[src/hw/gpl_pkg.sv]
package gpl_pkg;

  // Register indexes; byte address is four times the index
  localparam logic [11:0] IDX_MAX_FRAME   = 12'h00F;
  localparam logic [11:0] IDX_FLOW_CONTROL_ENABLE   = 12'h012;
  localparam logic [11:0] IDX_RX_CFG      = 12'h016;
  localparam logic [11:0] IDX_ADV_CFG     = 12'h017;
  localparam logic [11:0] IDX_MISC_CFG    = 12'h018;
  localparam logic [11:0] IDX_RX_OCTETS   = 12'h020;
  localparam logic [11:0] IDX_RX_JUMBO    = 12'h02B;
  localparam logic [11:0] IDX_RX_CRC_ERR  = 12'h02C;
  localparam logic [11:0] IDX_RX_DATA_ERR = 12'h02E;
  localparam logic [11:0] IDX_RX_ALIGN    = 12'h02F;
  localparam logic [11:0] IDX_RX_LONG     = 12'h030;
  localparam logic [11:0] IDX_RX_JABBER   = 12'h031;
  localparam logic [11:0] IDX_RX_VLONG    = 12'h034;
  localparam logic [11:0] IDX_TX_OCTETS   = 12'h040;
  localparam logic [11:0] IDX_TX_JUMBO    = 12'h04B;
  localparam logic [11:0] IDX_TX_LONG_DRP = 12'h053;
  localparam logic [11:0] IDX_TX_CRC_ERR  = 12'h056;
  localparam logic [11:0] IDX_LINK_LED    = 12'h502;

  // Field positions
  localparam int BIT_AN_SELECT  = 5;
  localparam int BIT_TX_CRC_APP = 6;
  localparam int BIT_RX_SYNC    = 20;
  localparam int BIT_AN_DONE    = 21;
  localparam int BIT_FC_RX      = 0;
  localparam int BIT_FC_TX      = 1;

  // Reset values and frame limits
  localparam logic [13:0] RST_MAX_FRAME = 14'h05EE;
  localparam logic [31:0] RST_MISC_CFG  = 32'h0000_0000;
  localparam logic [31:0] RST_FLOW_CONTROL_ENABLE = 32'h0000_0003;
  localparam logic [14:0] JUMBO_MIN_LEN = 15'h05EF;
  localparam logic [14:0] VLAN_EXTRA    = 15'h0004;

  // SPI4-2 transmit FIFO status codes
  localparam logic [1:0] TSTAT_STARVING  = 2'b00;
  localparam logic [1:0] TSTAT_SATISFIED = 2'b10;

  // Statistic counter slots
  localparam int NUM_CNT    = 8;
  localparam int C_RX_OCT   = 0;
  localparam int C_RX_JUMBO = 1;
  localparam int C_RX_CRC   = 2;
  localparam int C_RX_LONG  = 3;
  localparam int C_TX_OCT   = 4;
  localparam int C_TX_JUMBO = 5;
  localparam int C_TX_DROP  = 6;
  localparam int C_TX_CRC   = 7;

  // Negotiation states
  typedef enum logic [2:0] {
    AN_FORCED = 3'b001,
    AN_NEGOT  = 3'b010,
    AN_DONE   = 3'b100
  } gpl_an_state_t;

  // End-of-frame report from the data path
  typedef struct packed {
    logic [13:0] len;
    logic        vlan;
    logic        crc_bad;
  } gpl_frame_t;

endpackage : gpl_pkg

[src/hw/gpl_port_link.sv]
`timescale 1ns/100ps
`default_nettype none

module gpl_port_link (
  // Clock and reset
  input  wire logic              i_sys_clk,
  input  wire logic              i_rst_n,
  // APB slave
  input  wire logic              i_psel,
  input  wire logic              i_penable,
  input  wire logic              i_pwrite,
  input  wire logic [15:0]       i_paddr,
  input  wire logic [31:0]       i_pwdata,
  output logic      [31:0]       o_prdata,
  output logic                   o_pready,
  output logic                   o_pslverr,
  // Link side from PCS
  input  wire logic              i_rx_sync,
  input  wire logic              i_partner_ack,
  input  wire logic [15:0]       i_partner_word,
  output logic      [15:0]       o_adv_word,
  output logic                   o_cfg_send,
  output logic                   o_tx_enable,
  output logic                   o_link_valid,
  output logic                   o_link_led,
  // SPI4-2 side
  output logic      [1:0]        o_tstat,
  output logic                   o_rx_pass,
  // Frame reports
  input  wire logic              i_rx_eof,
  input  wire gpl_pkg::gpl_frame_t i_rx_frame,
  output logic                   o_rx_abort,
  input  wire logic              i_tx_eof,
  input  wire gpl_pkg::gpl_frame_t i_tx_frame,
  output logic                   o_tx_crc_append,
  output logic                   o_tx_drop,
  // Pause request
  input  wire logic              i_pause_req,
  input  wire logic              i_tx_busy,
  output logic                   o_pause_send
);

  logic                  sync_meta;
  logic                  sync_q;
  logic [13:0]           max_len;
  logic [31:0]           fc_en;
  logic [15:0]           adv_word;
  logic [31:0]           misc_cfg;
  logic [31:0]           led_en;
  logic                  an_sel_q;
  gpl_pkg::gpl_an_state_t an_state;
  logic                  an_done;
  logic                  link_ok;
  logic                  pause_pend;
  logic [31:0]           cnt [gpl_pkg::NUM_CNT];
  logic [gpl_pkg::NUM_CNT-1:0] inc;
  logic [gpl_pkg::NUM_CNT-1:0] rd_hit;
  logic [31:0]           inc_val [gpl_pkg::NUM_CNT];
  logic [14:0]           rx_lim;
  logic [14:0]           tx_lim;
  logic                  rx_long;
  logic                  tx_long;
  logic                  rx_jumbo;
  logic                  tx_jumbo;
  logic                  wr_acc;
  logic                  rd_acc;
  logic                  setup;
  logic [11:0]           idx;
  logic                  aligned;
  logic [31:0]           next_prdata;
  logic                  next_err;
  // Receive sync arrives from the recovered clock; two flops
  always_ff @(posedge i_sys_clk or negedge i_rst_n) begin
    if (!i_rst_n) begin
      sync_meta <= 1'b0;
      sync_q    <= 1'b0;
    end else begin
      sync_meta <= i_rx_sync;
      sync_q    <= sync_meta;
    end
  end
  // Bus decode
  assign setup   = i_psel && !i_penable;
  assign wr_acc  = i_psel && i_penable && i_pwrite;
  assign rd_acc  = i_psel && i_penable && !i_pwrite;
  assign idx     = i_paddr[13:2];
  assign aligned = (i_paddr[1:0] == 2'b00) && (i_paddr[15:14] == 2'b00);
  // Software-written configuration
  always_ff @(posedge i_sys_clk or negedge i_rst_n) begin
    if (!i_rst_n) begin
      max_len  <= gpl_pkg::RST_MAX_FRAME;
      fc_en    <= gpl_pkg::RST_FLOW_CONTROL_ENABLE;
      adv_word <= 16'h0000;
      misc_cfg <= gpl_pkg::RST_MISC_CFG;
      led_en   <= 32'h0000_0000;
    end else if (wr_acc && aligned) begin
      if (idx == gpl_pkg::IDX_MAX_FRAME) begin
        max_len <= i_pwdata[13:0];
      end else if (idx == gpl_pkg::IDX_FLOW_CONTROL_ENABLE) begin
        fc_en <= i_pwdata;
      end else if (idx == gpl_pkg::IDX_ADV_CFG) begin
        adv_word <= i_pwdata[15:0];
      end else if (idx == gpl_pkg::IDX_MISC_CFG) begin
        misc_cfg <= i_pwdata;
      end else if (idx == gpl_pkg::IDX_LINK_LED) begin
        led_en <= i_pwdata;
      end
    end
  end
  // Negotiation state machine; select edge tracking for restart
  always_ff @(posedge i_sys_clk or negedge i_rst_n) begin
    if (!i_rst_n) begin
      an_state <= gpl_pkg::AN_FORCED;
      an_sel_q <= 1'b0;
    end else begin
      an_sel_q <= misc_cfg[gpl_pkg::BIT_AN_SELECT];
      case (an_state)
        gpl_pkg::AN_FORCED: begin
          if (misc_cfg[gpl_pkg::BIT_AN_SELECT] && !an_sel_q) begin
            an_state <= gpl_pkg::AN_NEGOT;
          end
        end
        gpl_pkg::AN_NEGOT: begin
          if (!misc_cfg[gpl_pkg::BIT_AN_SELECT]) begin
            an_state <= gpl_pkg::AN_FORCED;
          end else if (sync_q && i_partner_ack) begin
            an_state <= gpl_pkg::AN_DONE;
          end
        end
        gpl_pkg::AN_DONE: begin
          if (!misc_cfg[gpl_pkg::BIT_AN_SELECT]) begin
            an_state <= gpl_pkg::AN_FORCED;
          end else if (!sync_q) begin
            an_state <= gpl_pkg::AN_NEGOT;
          end
        end
        default: begin
          an_state <= gpl_pkg::AN_FORCED;
        end
      endcase
    end
  end
  // Done flag follows the done state; cleared on any restart
  assign an_done = (an_state == gpl_pkg::AN_DONE);
  assign link_ok = misc_cfg[gpl_pkg::BIT_AN_SELECT] ? (an_done && sync_q) : sync_q;
  // Link-facing outputs and transmit status
  always_ff @(posedge i_sys_clk or negedge i_rst_n) begin
    if (!i_rst_n) begin
      o_link_valid <= 1'b0;
      o_tx_enable  <= 1'b0;
      o_rx_pass    <= 1'b0;
      o_tstat      <= gpl_pkg::TSTAT_SATISFIED;
      o_adv_word   <= 16'h0000;
      o_cfg_send   <= 1'b0;
      o_link_led   <= 1'b0;
      o_tx_crc_append <= 1'b0;
    end else begin
      o_link_valid <= link_ok;
      o_tx_enable  <= link_ok;
      o_rx_pass    <= link_ok;
      o_tstat      <= link_ok ? gpl_pkg::TSTAT_STARVING : gpl_pkg::TSTAT_SATISFIED;
      o_adv_word   <= adv_word;
      o_cfg_send   <= (an_state == gpl_pkg::AN_NEGOT);
      o_link_led   <= led_en[0] && link_ok;
      o_tx_crc_append <= misc_cfg[gpl_pkg::BIT_TX_CRC_APP];
    end
  end
  // Length limits, VLAN adds four bytes
  assign rx_lim   = {1'b0, max_len} + (i_rx_frame.vlan ? gpl_pkg::VLAN_EXTRA : 15'h0000);
  assign tx_lim   = {1'b0, max_len} + (i_tx_frame.vlan ? gpl_pkg::VLAN_EXTRA : 15'h0000);
  assign rx_long  = {1'b0, i_rx_frame.len} > rx_lim;
  assign tx_long  = {1'b0, i_tx_frame.len} > tx_lim;
  assign rx_jumbo = !rx_long && ({1'b0, i_rx_frame.len} >= gpl_pkg::JUMBO_MIN_LEN);
  assign tx_jumbo = !tx_long && ({1'b0, i_tx_frame.len} >= gpl_pkg::JUMBO_MIN_LEN);
  // Counter increment events
  always_comb begin
    inc = '0;
    inc[gpl_pkg::C_RX_OCT]   = i_rx_eof && !rx_long && !i_rx_frame.crc_bad;
    inc[gpl_pkg::C_RX_JUMBO] = i_rx_eof && rx_jumbo;
    inc[gpl_pkg::C_RX_CRC]   = i_rx_eof && !rx_long && i_rx_frame.crc_bad;
    inc[gpl_pkg::C_RX_LONG]  = i_rx_eof && rx_long;
    inc[gpl_pkg::C_TX_OCT]   = i_tx_eof && !tx_long;
    inc[gpl_pkg::C_TX_JUMBO] = i_tx_eof && tx_jumbo;
    inc[gpl_pkg::C_TX_DROP]  = i_tx_eof && tx_long;
    inc[gpl_pkg::C_TX_CRC]   = i_tx_eof && !tx_long && i_tx_frame.crc_bad
                               && !misc_cfg[gpl_pkg::BIT_TX_CRC_APP];
  end
  // Counter read hits clear the slot
  always_comb begin
    rd_hit = '0;
    rd_hit[gpl_pkg::C_RX_OCT]   = idx == gpl_pkg::IDX_RX_OCTETS;
    rd_hit[gpl_pkg::C_RX_JUMBO] = idx == gpl_pkg::IDX_RX_JUMBO;
    rd_hit[gpl_pkg::C_RX_CRC]   = idx == gpl_pkg::IDX_RX_CRC_ERR;
    rd_hit[gpl_pkg::C_RX_LONG]  = idx == gpl_pkg::IDX_RX_LONG;
    rd_hit[gpl_pkg::C_TX_OCT]   = idx == gpl_pkg::IDX_TX_OCTETS;
    rd_hit[gpl_pkg::C_TX_JUMBO] = idx == gpl_pkg::IDX_TX_JUMBO;
    rd_hit[gpl_pkg::C_TX_DROP]  = idx == gpl_pkg::IDX_TX_LONG_DRP;
    rd_hit[gpl_pkg::C_TX_CRC]   = idx == gpl_pkg::IDX_TX_CRC_ERR;
    rd_hit = rd_hit & {gpl_pkg::NUM_CNT{rd_acc && aligned}};
  end
  // Octet slots add the length, others count frames
  assign inc_val[gpl_pkg::C_RX_OCT] = {18'h0_0000, i_rx_frame.len};
  assign inc_val[gpl_pkg::C_TX_OCT] = {18'h0_0000, i_tx_frame.len};
  assign inc_val[1] = 32'h0000_0001;
  assign inc_val[2] = 32'h0000_0001;
  assign inc_val[3] = 32'h0000_0001;
  assign inc_val[5] = 32'h0000_0001;
  assign inc_val[6] = 32'h0000_0001;
  assign inc_val[7] = 32'h0000_0001;
  // Clear-on-read counters; an event in the read cycle is kept
  for (genvar g = 0; g < gpl_pkg::NUM_CNT; g++) begin : g_cnt
    always_ff @(posedge i_sys_clk or negedge i_rst_n) begin
      if (!i_rst_n) begin
        cnt[g] <= 32'h0000_0000;
      end else if (rd_hit[g]) begin
        cnt[g] <= inc[g] ? inc_val[g] : 32'h0000_0000;
      end else if (inc[g]) begin
        cnt[g] <= cnt[g] + inc_val[g];
      end
    end
  end
  // Frame outcome strobes
  always_ff @(posedge i_sys_clk or negedge i_rst_n) begin
    if (!i_rst_n) begin
      o_rx_abort <= 1'b0;
      o_tx_drop  <= 1'b0;
    end else begin
      o_rx_abort <= i_rx_eof && (i_rx_frame.crc_bad || rx_long);
      o_tx_drop  <= i_tx_eof && tx_long;
    end
  end
  // Pause waits for the frame in flight; new request wins over issue
  always_ff @(posedge i_sys_clk or negedge i_rst_n) begin
    if (!i_rst_n) begin
      pause_pend   <= 1'b0;
      o_pause_send <= 1'b0;
    end else begin
      o_pause_send <= pause_pend && !i_tx_busy;
      if (i_pause_req && fc_en[gpl_pkg::BIT_FC_TX]) begin
        pause_pend <= 1'b1;
      end else if (!i_tx_busy) begin
        pause_pend <= 1'b0;
      end
    end
  end
  // Read mux, address decoded in the setup phase
  always_comb begin
    next_prdata = 32'h0000_0000;
    next_err    = 1'b0;
    if (!aligned) begin
      next_err = 1'b1;
    end else if (idx == gpl_pkg::IDX_MAX_FRAME) begin
      next_prdata = {18'h0_0000, max_len};
    end else if (idx == gpl_pkg::IDX_FLOW_CONTROL_ENABLE) begin
      next_prdata = fc_en;
    end else if (idx == gpl_pkg::IDX_RX_CFG) begin
      next_prdata[15:0]                  = i_partner_word;
      next_prdata[gpl_pkg::BIT_RX_SYNC]  = sync_q;
      next_prdata[gpl_pkg::BIT_AN_DONE]  = an_done;
    end else if (idx == gpl_pkg::IDX_ADV_CFG) begin
      next_prdata = {16'h0000, adv_word};
    end else if (idx == gpl_pkg::IDX_MISC_CFG) begin
      next_prdata = misc_cfg;
    end else if (idx == gpl_pkg::IDX_LINK_LED) begin
      next_prdata = led_en;
    end else if (idx == gpl_pkg::IDX_RX_OCTETS) begin
      next_prdata = cnt[gpl_pkg::C_RX_OCT];
    end else if (idx == gpl_pkg::IDX_RX_JUMBO) begin
      next_prdata = cnt[gpl_pkg::C_RX_JUMBO];
    end else if (idx == gpl_pkg::IDX_RX_CRC_ERR) begin
      next_prdata = cnt[gpl_pkg::C_RX_CRC];
    end else if (idx == gpl_pkg::IDX_RX_LONG) begin
      next_prdata = cnt[gpl_pkg::C_RX_LONG];
    end else if (idx == gpl_pkg::IDX_TX_OCTETS) begin
      next_prdata = cnt[gpl_pkg::C_TX_OCT];
    end else if (idx == gpl_pkg::IDX_TX_JUMBO) begin
      next_prdata = cnt[gpl_pkg::C_TX_JUMBO];
    end else if (idx == gpl_pkg::IDX_TX_LONG_DRP) begin
      next_prdata = cnt[gpl_pkg::C_TX_DROP];
    end else if (idx == gpl_pkg::IDX_TX_CRC_ERR) begin
      next_prdata = cnt[gpl_pkg::C_TX_CRC];
    end else if ((idx == gpl_pkg::IDX_RX_DATA_ERR) || (idx == gpl_pkg::IDX_RX_ALIGN) ||
                 (idx == gpl_pkg::IDX_RX_JABBER) || (idx == gpl_pkg::IDX_RX_VLONG)) begin
      next_prdata = 32'h0000_0000; // Counters not kept by this block
    end else begin
      next_err = 1'b1;
    end
  end
  // Bus answer: data captured at setup, ready in the access cycle
  always_ff @(posedge i_sys_clk or negedge i_rst_n) begin
    if (!i_rst_n) begin
      o_prdata  <= 32'h0000_0000;
      o_pready  <= 1'b0;
      o_pslverr <= 1'b0;
    end else begin
      o_pready  <= setup;
      o_pslverr <= setup && next_err;
      if (setup && !i_pwrite) begin
        o_prdata <= next_prdata;
      end
    end
  end
endmodule : gpl_port_link

`default_nettype wire

[config.mk]
export PLATFORM = sky130hd
export DESIGN_NAME = gpl_port_link
export DESIGN_NICKNAME = d
export VERILOG_FILES = /design/src/hw/gpl_pkg.sv /design/src/hw/gpl_port_link.sv
export SDC_FILE = /design/constraint.sdc
export NUM_CORES = 1
export LEC_CHECK = 0
export ABC_AREA = 1
export BUFFER_PORTS_ARGS = -buffer_cell sky130_fd_sc_hd__buf_4
export CORE_MARGIN = 8
export CORE_UTILIZATION = 35
export CTS_BUF_LIST = sky130_fd_sc_hd__clkbuf_2
export DETAILED_ROUTE_END_ITERATION = 7
export PLACE_DENSITY = 0.58
export SYNTH_ARGS = -nofsm -noshare
export SYNTH_HDL_FRONTEND = slang
export SYNTH_SLANG_ARGS = --single-unit
[constraint.sdc]
create_clock -name i_sys_clk -period 4.2 [get_ports i_sys_clk]
set_clock_uncertainty 0.1 [all_clocks]
set_input_delay 0 -clock i_sys_clk [delete_from_list [all_inputs] [get_ports i_sys_clk]]
set_output_delay 0 -clock i_sys_clk [all_outputs]
set_load 0.02 [all_outputs]
-- After elaboration in Yosys (flattened, before gate mapping)
Cells that the tools add are included.
- bits in registers: 448
- logic and storage cells: 200
- input port bits: 107
- output and inout bits: 61
- $add $sub $neg: 10
- mux-type cells: 70
- equal/unequal tests: 25
- reductions and logical operators: 56
- magnitude comparators: 4
- bitwise logic cells: 5
- operators with widths (kind ; number):
    32-bit two-way mux ; 30
    32-bit by 1-bit adder with 32-bit output, second input constant ; 6
    12-bit by 6-bit equality test with 1-bit output, second input constant ; 8
    32-bit by 14-bit adder with 32-bit output ; 2
    12-bit by 5-bit equality test with 1-bit output, second input constant ; 4
    12-bit by 7-bit equality test with 1-bit output, second input constant ; 4
    14-bit by 3-bit adder with 15-bit output ; 2
    14-bit by 15-bit greater-than comparator with 1-bit output ; 2
    14-bit by 11-bit greater-or-equal comparator with 1-bit output, second input constant ; 2
    1-bit logical AND ; 28
    14-bit two-way mux ; 2
    1-bit two-way mux ; 25
    3-bit two-way mux ; 7
    16-bit two-way mux ; 1
    2-bit nonzero test ; 8
    12-bit by 11-bit equality test with 1-bit output, second input constant ; 1
    12-bit by 4-bit equality test with 1-bit output, second input constant ; 1
    10-bit two-way mux ; 1
    3-bit one-hot mux with 3 select lines ; 1
    8-bit bitwise AND ; 1
    1-bit zero test ; 8
    3-bit inequality test, second input constant ; 2
    3-bit AND reduction ; 2
    6-bit AND reduction ; 1
    other kinds (13) ; 21

-- Logic depth before layout (Yosys ltp)
Gate-level depths: netlist of run 1.
- word-level depth: 21
- depth in mapped cells: 21
- mapped depth without buffers: 20

-- Least setup slack after synthesis of run 1
Ideal clock, no wire load.
- kind: register to register
- start point: reg max_len[2]
- end point: reg cnt[11] (netlist bit)
- clock period less this slack: 3081 ps
- library setup time: 117 ps
- data arrival time: 2864 ps
- path slack: 1119 ps
- cell stages (with the launch flop): 21
- path buffers: 1
- required time: 3983 ps
- cells stage by stage: dfstp_2 > ha_1 > ha_1 > nand2_1 > nor2_1 > nand3_1 > xor2_1 > ha_1 > a21oi_1 > nor2_1 > a211oi_1 > nor2_1 > nor2_1 > nand2_1 > nand2_1 > nand2_2 > inv_4 > nand3_4 > clkbuf_1 > nand3_1 > nand2_1
- word-level cells in the longest chain between the ends: 7
- ends and longest elaborated chain (element ; RTL line ; source):
    from (decl) ; gpl_port_link.sv:45 ; logic [13:0] max_len;
    from (signal assigned) ; gpl_port_link.sv:91 ; max_len <= gpl_pkg::RST_MAX_FRAME;
    from (signal assigned) ; gpl_port_link.sv:98 ; max_len <= i_pwdata[13:0];
    14-bit by 3-bit adder with 15-bit output ; gpl_port_link.sv:170 ; assign tx_lim = {1'b0, max_len} + (i_tx_frame.vlan ? gpl_pkg::VLAN_EXTRA : 15'h0000);
    14-bit by 15-bit greater-than comparator with 1-bit output ; gpl_port_link.sv:172 ; assign tx_long = {1'b0, i_tx_frame.len} > tx_lim;
    1-bit zero test ; gpl_port_link.sv:185 ; inc[gpl_pkg::C_TX_CRC] = i_tx_eof && !tx_long && i_tx_frame.crc_bad
    1-bit logical AND (2 in a row) ; gpl_port_link.sv:185 ;
    1-bit logical AND ; gpl_port_link.sv:186 ; && !misc_cfg[gpl_pkg::BIT_TX_CRC_APP];
    2-bit nonzero test (no line) ; - ;
    to (signal, indexed assignment) ; gpl_port_link.sv:216 ; cnt[g] <= inc[g] ? inc_val[g] : 32'h0000_0000;
    to (signal, indexed assignment) ; gpl_port_link.sv:218 ; cnt[g] <= cnt[g] + inc_val[g];
    to (decl) ; gpl_port_link.sv:55 ; logic [31:0] cnt [gpl_pkg::NUM_CNT];
Every way passes these cells.
A chain may end at the register's enable or synchronous reset.

-- Worst setup path after layout of run 1
- start point: in i_paddr[1]
- end point: reg cnt[100] (netlist bit)
- word-level cells in the longest chain between the ends: 5
- elaborated cells between the ends (all ways): 6
- those cells by class: 1 x mux; 1 x bitwise; 4 x reduce/logical
- ends and longest elaborated chain (element ; RTL line ; source):
    from (decl) ; gpl_port_link.sv:12 ; input wire logic [15:0] i_paddr,
    2-bit zero test (*) ; gpl_port_link.sv:87 ; assign aligned = (i_paddr[1:0] == 2'b00) && (i_paddr[15:14] == 2'b00);
    1-bit logical AND (*) ; gpl_port_link.sv:87 ;
    1-bit logical AND (*) ; gpl_port_link.sv:199 ; rd_hit = rd_hit & {gpl_pkg::NUM_CNT{rd_acc && aligned}};
    8-bit bitwise AND (*) ; gpl_port_link.sv:199 ;
    32-bit two-way mux or 2-bit nonzero test (tied branches) ; - ;
Mark *: on every way between the ends. The rest lies on a longest branch, timed or not.

==> run metrics, run 1 <==
port buffer count 166; Post-synth EDFFs 0; gpl congestion 0.955; max frequency between 0.2 and 0.25 GHz; reg2reg path depth 15; post-DR vias/cell 5.21; final setup vio count 0; NumNets Final 5078; Inst Count DP 5551; CP delay by family, top buffers and inverters; Crit path buffers/inverters 10; Synth Warn # 0; Total GRT Usage 0.241; synth cell count leaders nand2_1, dfrtp_1, nor2_1; Arrival @ worst endpoint between 5 and 6 ns; Placement Setup Slack 0.391 ns; Rows 107; starting density of the core 0.353; worst slew pin tran ~0.96 ns; hold_ws 0.107 ns; CP peak stage delay 0.64 ns; failing checks design-rule violations; share of layout cells above drive strength 1 0.114; first drt pass iteration count 8; Final Critical Period 4.14 ns; per-cell routed wire length 19.1 um; Critical Path Most Common Cell dlygate4sd3_1; GR Overflow Total 0; Placed Area about 33000 um2; Syn Std Cell Area between 30000 and 40000 um2; Post-Syn Instances 4339; H-tree level count 4; drt initial violations approximately 2800; largest area contributor in the netlist dfrtp_1; core area ~85000 um2; Die Y between 300 and 400 um; Tcrit/Tclk final 0.985; Yosys cell types 58; CP endpoint kind flop; number of synthesized register bits between 400 and 500; Area Growth Syn to Fin 24.9%; clk_lat worst skew about 1.4 ns; post-route ant nets 0; CP Class input pin to flop; overall routed net length 117 mm; top cells by area in the synthesized netlist dfrtp_1, nand2_1, nand3_1, nor2_1, inv_1; top_reg_cell synth dfrtp_1; # IOs 168; Hold EP cnt[37]; sequential area share after synthesis 0.373; die area 95400 um2; FF-to-FF End o_rx_abort; final cell count without fillers 6152; crit-path max FO 13; vias in the first global route 31300; worst r2r src max_len[2]; Hold Path Cell Cnt 9; type of the worst min-delay path input pin to flop; antenna violations before repair 9; # Max-Cap Violations 0; synthesized net count 4514; top-area cell type share of the netlist area 0.363; CTS buffer count 132; LEAKAGE 17.6 nW; TritonCTS clock tree built; placed wire-length estimate 84.5 mm; PD cells 350 nW/um2; worst vdd ir 0.275 mV; largest net degree at the start of global routing 122; CTS root buf clkbuf_2; run status finished with violations; HP Start i_paddr[13]; global-route wire length before repair 181 mm; Max Slew Vio Count 0; fraction of registers with async set/reset 1.00; Vias between 30000 and 40000; count leader, synth nand2_1; final worst setup slack between 0.06 and 0.07 ns; Final Hold Fails 0; Worst slew margin 0.359; DR DRC count 13; Required @ worst endpoint 5.43 ns; final instance area approximately 38000 um2; CP cell instances dlygate4sd3_1, buf_4, nor4_4, dlygate4sd3_1, dlygate4sd3_1, inv_2, nor3_4, buf_4, inv_2, nor2_4, nand2_1, dlygate4sd3_1, o21ai_0, dlygate4sd3_1, nand2_1, dlygate4sd3_1, o21ai_0; CP max stage cell dlygate4sd3_1; syn_area_per_cell ~6.9 um2; Die X 309 um; Clock Path Buffers 3; register clock-pin slew on the reported worst setup and hold paths roughly 0.11 ns; Setup crit start kind input pin; clk sinks ~450; R2R setup slack 0.20 ns
cell type report:
type	count	area (um2)
Antenna cell	12	30.0
Clock buffer	186	931
Clock inverter	41	251
Fill cell	8950	47600
Inverter	435	1640
Multi-Input combinational cell	3286	16500
Sequential cell	447	11200
Tap cell	1144	1430
Timing Repair Buffer	601	5540
worst max-delay path by stage:
stage	start	endpoint	slack, ns	cells past startpoint
3_3_place_gp	max_len[2]	cnt[103]	0.54	19
5_1_grt	max_len[2]	cnt[104]	-0.07	19
4_1_cts	i_paddr[2]	o_prdata[6]	0.004	19
2_1_floorplan	max_len[2]	cnt[11]	1.12	20
3_5_place_dp	max_len[2]	cnt[97]	0.39	19
6_report	i_paddr[1]	cnt[100]	0.06	17
registers in the layout, indices dropped and copies added, names as in the netlist, 3 cells and up:
name	count
cnt	256
fc_en	32
led_en	32
misc_cfg	32
o_prdata	32
adv_word	16
o_adv_word	16
max_len	14
an_state	3
through the flow:
step / total power [mW] / util / TNS (ns)
floorplan: 8.07 / - / 0
global placement: 9.26 / 0.383 / 0
detailed placement: 9.28 / 0.383 / 0
CTS: 13.1 / 0.439 / 0
global route: 14.0 / 0.440 / -0.215
finish: 13.1 / 0.440 / 0
tightest hold or removal path: cells and delay by family:
kind,cells,cell delay [ns]
simple gates,6,0.69
buf+inv,3,0.80
repair_timing:
item / in CTS / in global routing
resized for setup: 0 / 25
endpoints found under the setup margin: 0 / 57
hold endpoints to repair: 870 / 0
setup buffers: 0 / 4
hold buffers: 360 / 0
metal layers:
layer / wire [um] / global-route usage / vias up
met2: 55000 / 0.399 / 1227
met4: 4430 / 0.0962 / 4
met3: 8740 / 0.0518 / 282
li1: - / - / 15400
met1: 49100 / 0.305 / 15100
met5: 23 / 0 / -
layout by cell type, fill, tap and decap left out, drive strengths merged, types with 12 or more instances in the layout:
cell type,synthesis,final
inv,432,437
dfstp,12,12
ha,66,66
o221a,14,14
nor2,437,437
nand2,1268,1268
nor3,165,165
dfrtp,435,435
nand3b,33,33
o21ai,359,359
o21bai,12,12
nor4,40,40
xor2,156,156
buf,98,244
o22ai,12,12
nand3,362,362
nand4,124,124
xnor2,51,51
a211oi,15,15
clkbuf,73,186
dlygate4sd3,0,357
diode,0,12
a21oi,101,101
clkinv,3,37
or2,29,29
cell families after synthesis:
kind of cell	synth area share
simple gates	0.359
compound gates	0.0980
fa+ha+maj	0.0288
xor+xnor	0.0604
buf+inv	0.0809
other cells	0.000125
flops	0.373
power by group:
| part | leakage [nW] | internal [mW] | switching [mW] |
|---|---|---|---|
| Sequential | 5.94 | 4.93 | 0.954 |
| Combinational | 10.7 | 1.57 | 2.21 |
| Clock | 0.892 | 1.29 | 2.16 |
| Total | 17.6 | 7.80 | 5.32 |
(Power assumes the default switching activity.)
==> inputs of run 2 (changes only) <==
==> constraint.sdc (replaced) <==
create_clock -name i_sys_clk -period 4.3 [get_ports i_sys_clk]
set_clock_uncertainty 0.1 [all_clocks]
set_input_delay 0 -clock i_sys_clk [delete_from_list [all_inputs] [get_ports i_sys_clk]]
set_output_delay 0 -clock i_sys_clk [all_outputs]
set_load 0.02 [all_outputs]
==> run 2 against run 1 <==
Net effect: the flow finishes with violations (negative setup slack); total power is 3.3% lower; global-route usage is 0.27 points higher; clock power is 6.4% lower; cell count hardly changed; die area stayed put; wire length is 0.82% higher; critical endpoint is now o_prdata[6]; largest power group unchanged.
==> run metrics, run 2 (synthesis gave the netlist of run 1 again) <==
run status finished with violations; failing checks negative setup slack; vias in the first global route 31700 (+1.4%); commonest non-fill, non-tap cells in the layout nand2_1, dfrtp_1, nor2_1; Final Critical Period 4.39 ns; Total Neg Setup Slack -0.131 ns (-0.131 ns); cell internal pwr 7.55 mW (-3.1%); CP endpoint kind flop; final instance area 37600 um2 (+0.32%); first drt pass iteration count 6 (-2); CP Class input pin to flop; antenna violations before repair 5 (-4); final setup vio count 2 (+2); fin util 0.442 (+0.00140); post-DR vias/cell 5.22 (about the same); share of layout cells above drive strength 1 0.115 (+0.00119); port buffer count 166 (unchanged); Setup crit start kind input pin; Final Hold Fails 0 (unchanged); starting density of the core 0.353 (unchanged); worst slew pin tran 0.928 ns (-0.0337 ns); Required @ worst endpoint 5.50 ns (+0.07 ns); overall routed net length 118 mm (+0.82%); placed wire-length estimate 84.4 mm (-0.13%); global-route wire length before repair 183 mm (+1.3%); hold_ws 0.0854 ns (-0.0213 ns); clk_lat worst skew 1.35 ns (-0.09 ns); Clk pwr share 0.255 (-0.008); max frequency 0.228 GHz; Reg with most FFs cnt; Largest register FFs 256 (unchanged); type of the worst min-delay path input pin to flop; worst vdd ir 0.228 mV (-17%); switching share of power 0.405 (-0.000933); Placed Area 32500 um2 (-0.35%); fillcell total 8894 (-0.63%); per-cell routed wire length 19.2 um (+0.78%); CP max stage cell dlygate4sd3_1; Die Y 309 um (unchanged); top sig layer met5; Vias 32100 (+0.12%); CTS buffer count 132 (unchanged); gpl congestion 0.959 (+0.46%); NetSw 5.14 mW (-3.5%); Total GRT Usage 0.244 (+0.00274); register clock-pin slew on the reported worst setup and hold paths 0.11 ns (about the same); wl on met1 49.6 mm (+1.0%); Area Growth Syn to Fin 25.3%; Clock Path Buffers 3 (unchanged); PD cells 337 nW/um2 (-3.6%); core area 85100 um2 (unchanged); most common cell after layout, fill and taps aside nand2_1; drt initial violations 2974 (+6.6%); Die X 309 um (unchanged); Reg power frac 0.452 (+0.003); LEAKAGE 17.6 nW (+0.35%); Max Slew Vio Count 0 (unchanged); # Max-Cap Violations 0 (unchanged); # IOs 168 (unchanged); final worst setup slack -0.0904 ns (-0.153 ns); met3 routed WL 8.83 mm (+1.0%); TritonCTS clock tree built; Worst slew margin 0.380 (+0.0209); crit-path max FO 8 (-5); Comb pwr share 0.293 (+0.005); Rows 107 (unchanged); die area 95400 um2 (unchanged); CP peak stage delay 0.74 ns (+0.10 ns); metal2 WL 54.7 mm (-0.57%); Critical Path Most Common Cell dlygate4sd3_1; post-route ant nets 0 (unchanged); CTS root buf clkbuf_2; Tcrit/Tclk final 1.02; largest net degree at the start of global routing 118 (-3.3%); Arrival @ worst endpoint 5.59 ns (+0.22 ns); Placement Setup Slack 0.491 ns (+0.0998 ns); clk sinks 447 (unchanged); CP cell instances dlygate4sd3_1, buf_4, nor2_1, dlygate4sd3_1, nand2_1, nor3_2, dlygate4sd3_1, inv_1, nand2_4, a21oi_1, dlygate4sd3_1, nand2_1, dlygate4sd3_1, nand2_1, dlygate4sd3_1, nand2_1, dlygate4sd3_1; DR DRC count 0 (-13); H-tree level count 4 (unchanged); NumNets Final 5093 (+0.30%); GR Overflow Total 0 (unchanged)
-- run 2: worst max-delay path: cells and delay by family --
kind | cells | cell delay, ns
buf+inv | 9 | 4.47
simple gates | 7 | 1.02
compound gates | 1 | 0.08
-- run 2: area by class of cell --
cell class	count	area, um2	area share
inverters	435	1640	0.0436
repair inverters	1	5.00	0.000133
flip-flops and latches	447	11200	0.298
well taps	1144	1430	0.0380
diodes	5	12.5	0.000333
multi-input cells	3286	16500	0.439
clock buffers	185	926	0.0246
clock inverters	36	203	0.00539
repair buffers	615	5700	0.151
-- run 2: final timing paths --
path | startpoint | endpoint | slack [ns] | cells past startpoint
worst max-delay path | i_paddr[7] | o_prdata[6] | -0.09 | 17
worst min-delay path | i_rx_frame[13] | cnt[160] | 0.09 | 9
worst max register to register | max_len[2] | o_rx_abort | 0.30 | 15
worst min register to register | sync_meta | sync_q | 0.26 | 0
max in group asynchronous | i_rst_n | o_rx_abort | 2.75 | 6
min in group asynchronous | i_rst_n | cnt[68] | 0.25 | 5
-- run 2: what timing repair did --
action                                 in CTS  in global routing
setup endpoints to repair                   0                 41
setup buffers                               0                 13
endpoints found under the hold margin     870                  0
gates resized for setup                     0                 33
hold buffers                              376                  0
-- run 2: per-layer routing --
layer	vias to the layer above	GRT usage
li1	15400	-
met1	15200	0.311
met2	1252	0.398
met3	267	0.0506
met4	2	0.108
met5	-	0
-- run 2: power by group through the flow --
| stage | registers [mW] | clock network, mW | logic (mW) |
|---|---|---|---|
| 2_1_floorplan | 5.40 | 0 | 2.48 |
| 3_3_place_gp | 5.79 | 0 | 3.24 |
| 3_5_place_dp | 5.78 | 0 | 3.28 |
| 4_1_cts | 5.70 | 3.36 | 3.64 |
| 5_1_grt | 5.81 | 3.58 | 4.19 |
| 6_report | 5.74 | 3.23 | 3.72 |
-- run 2: stage by stage --
step / std cells / power (mW)
floorplan: 4339 / 7.88
global placement: 5539 / 9.03
detailed placement: 5539 / 9.05
CTS: 6136 / 12.7
global route: 6153 / 13.6
finish: 6154 / 12.7
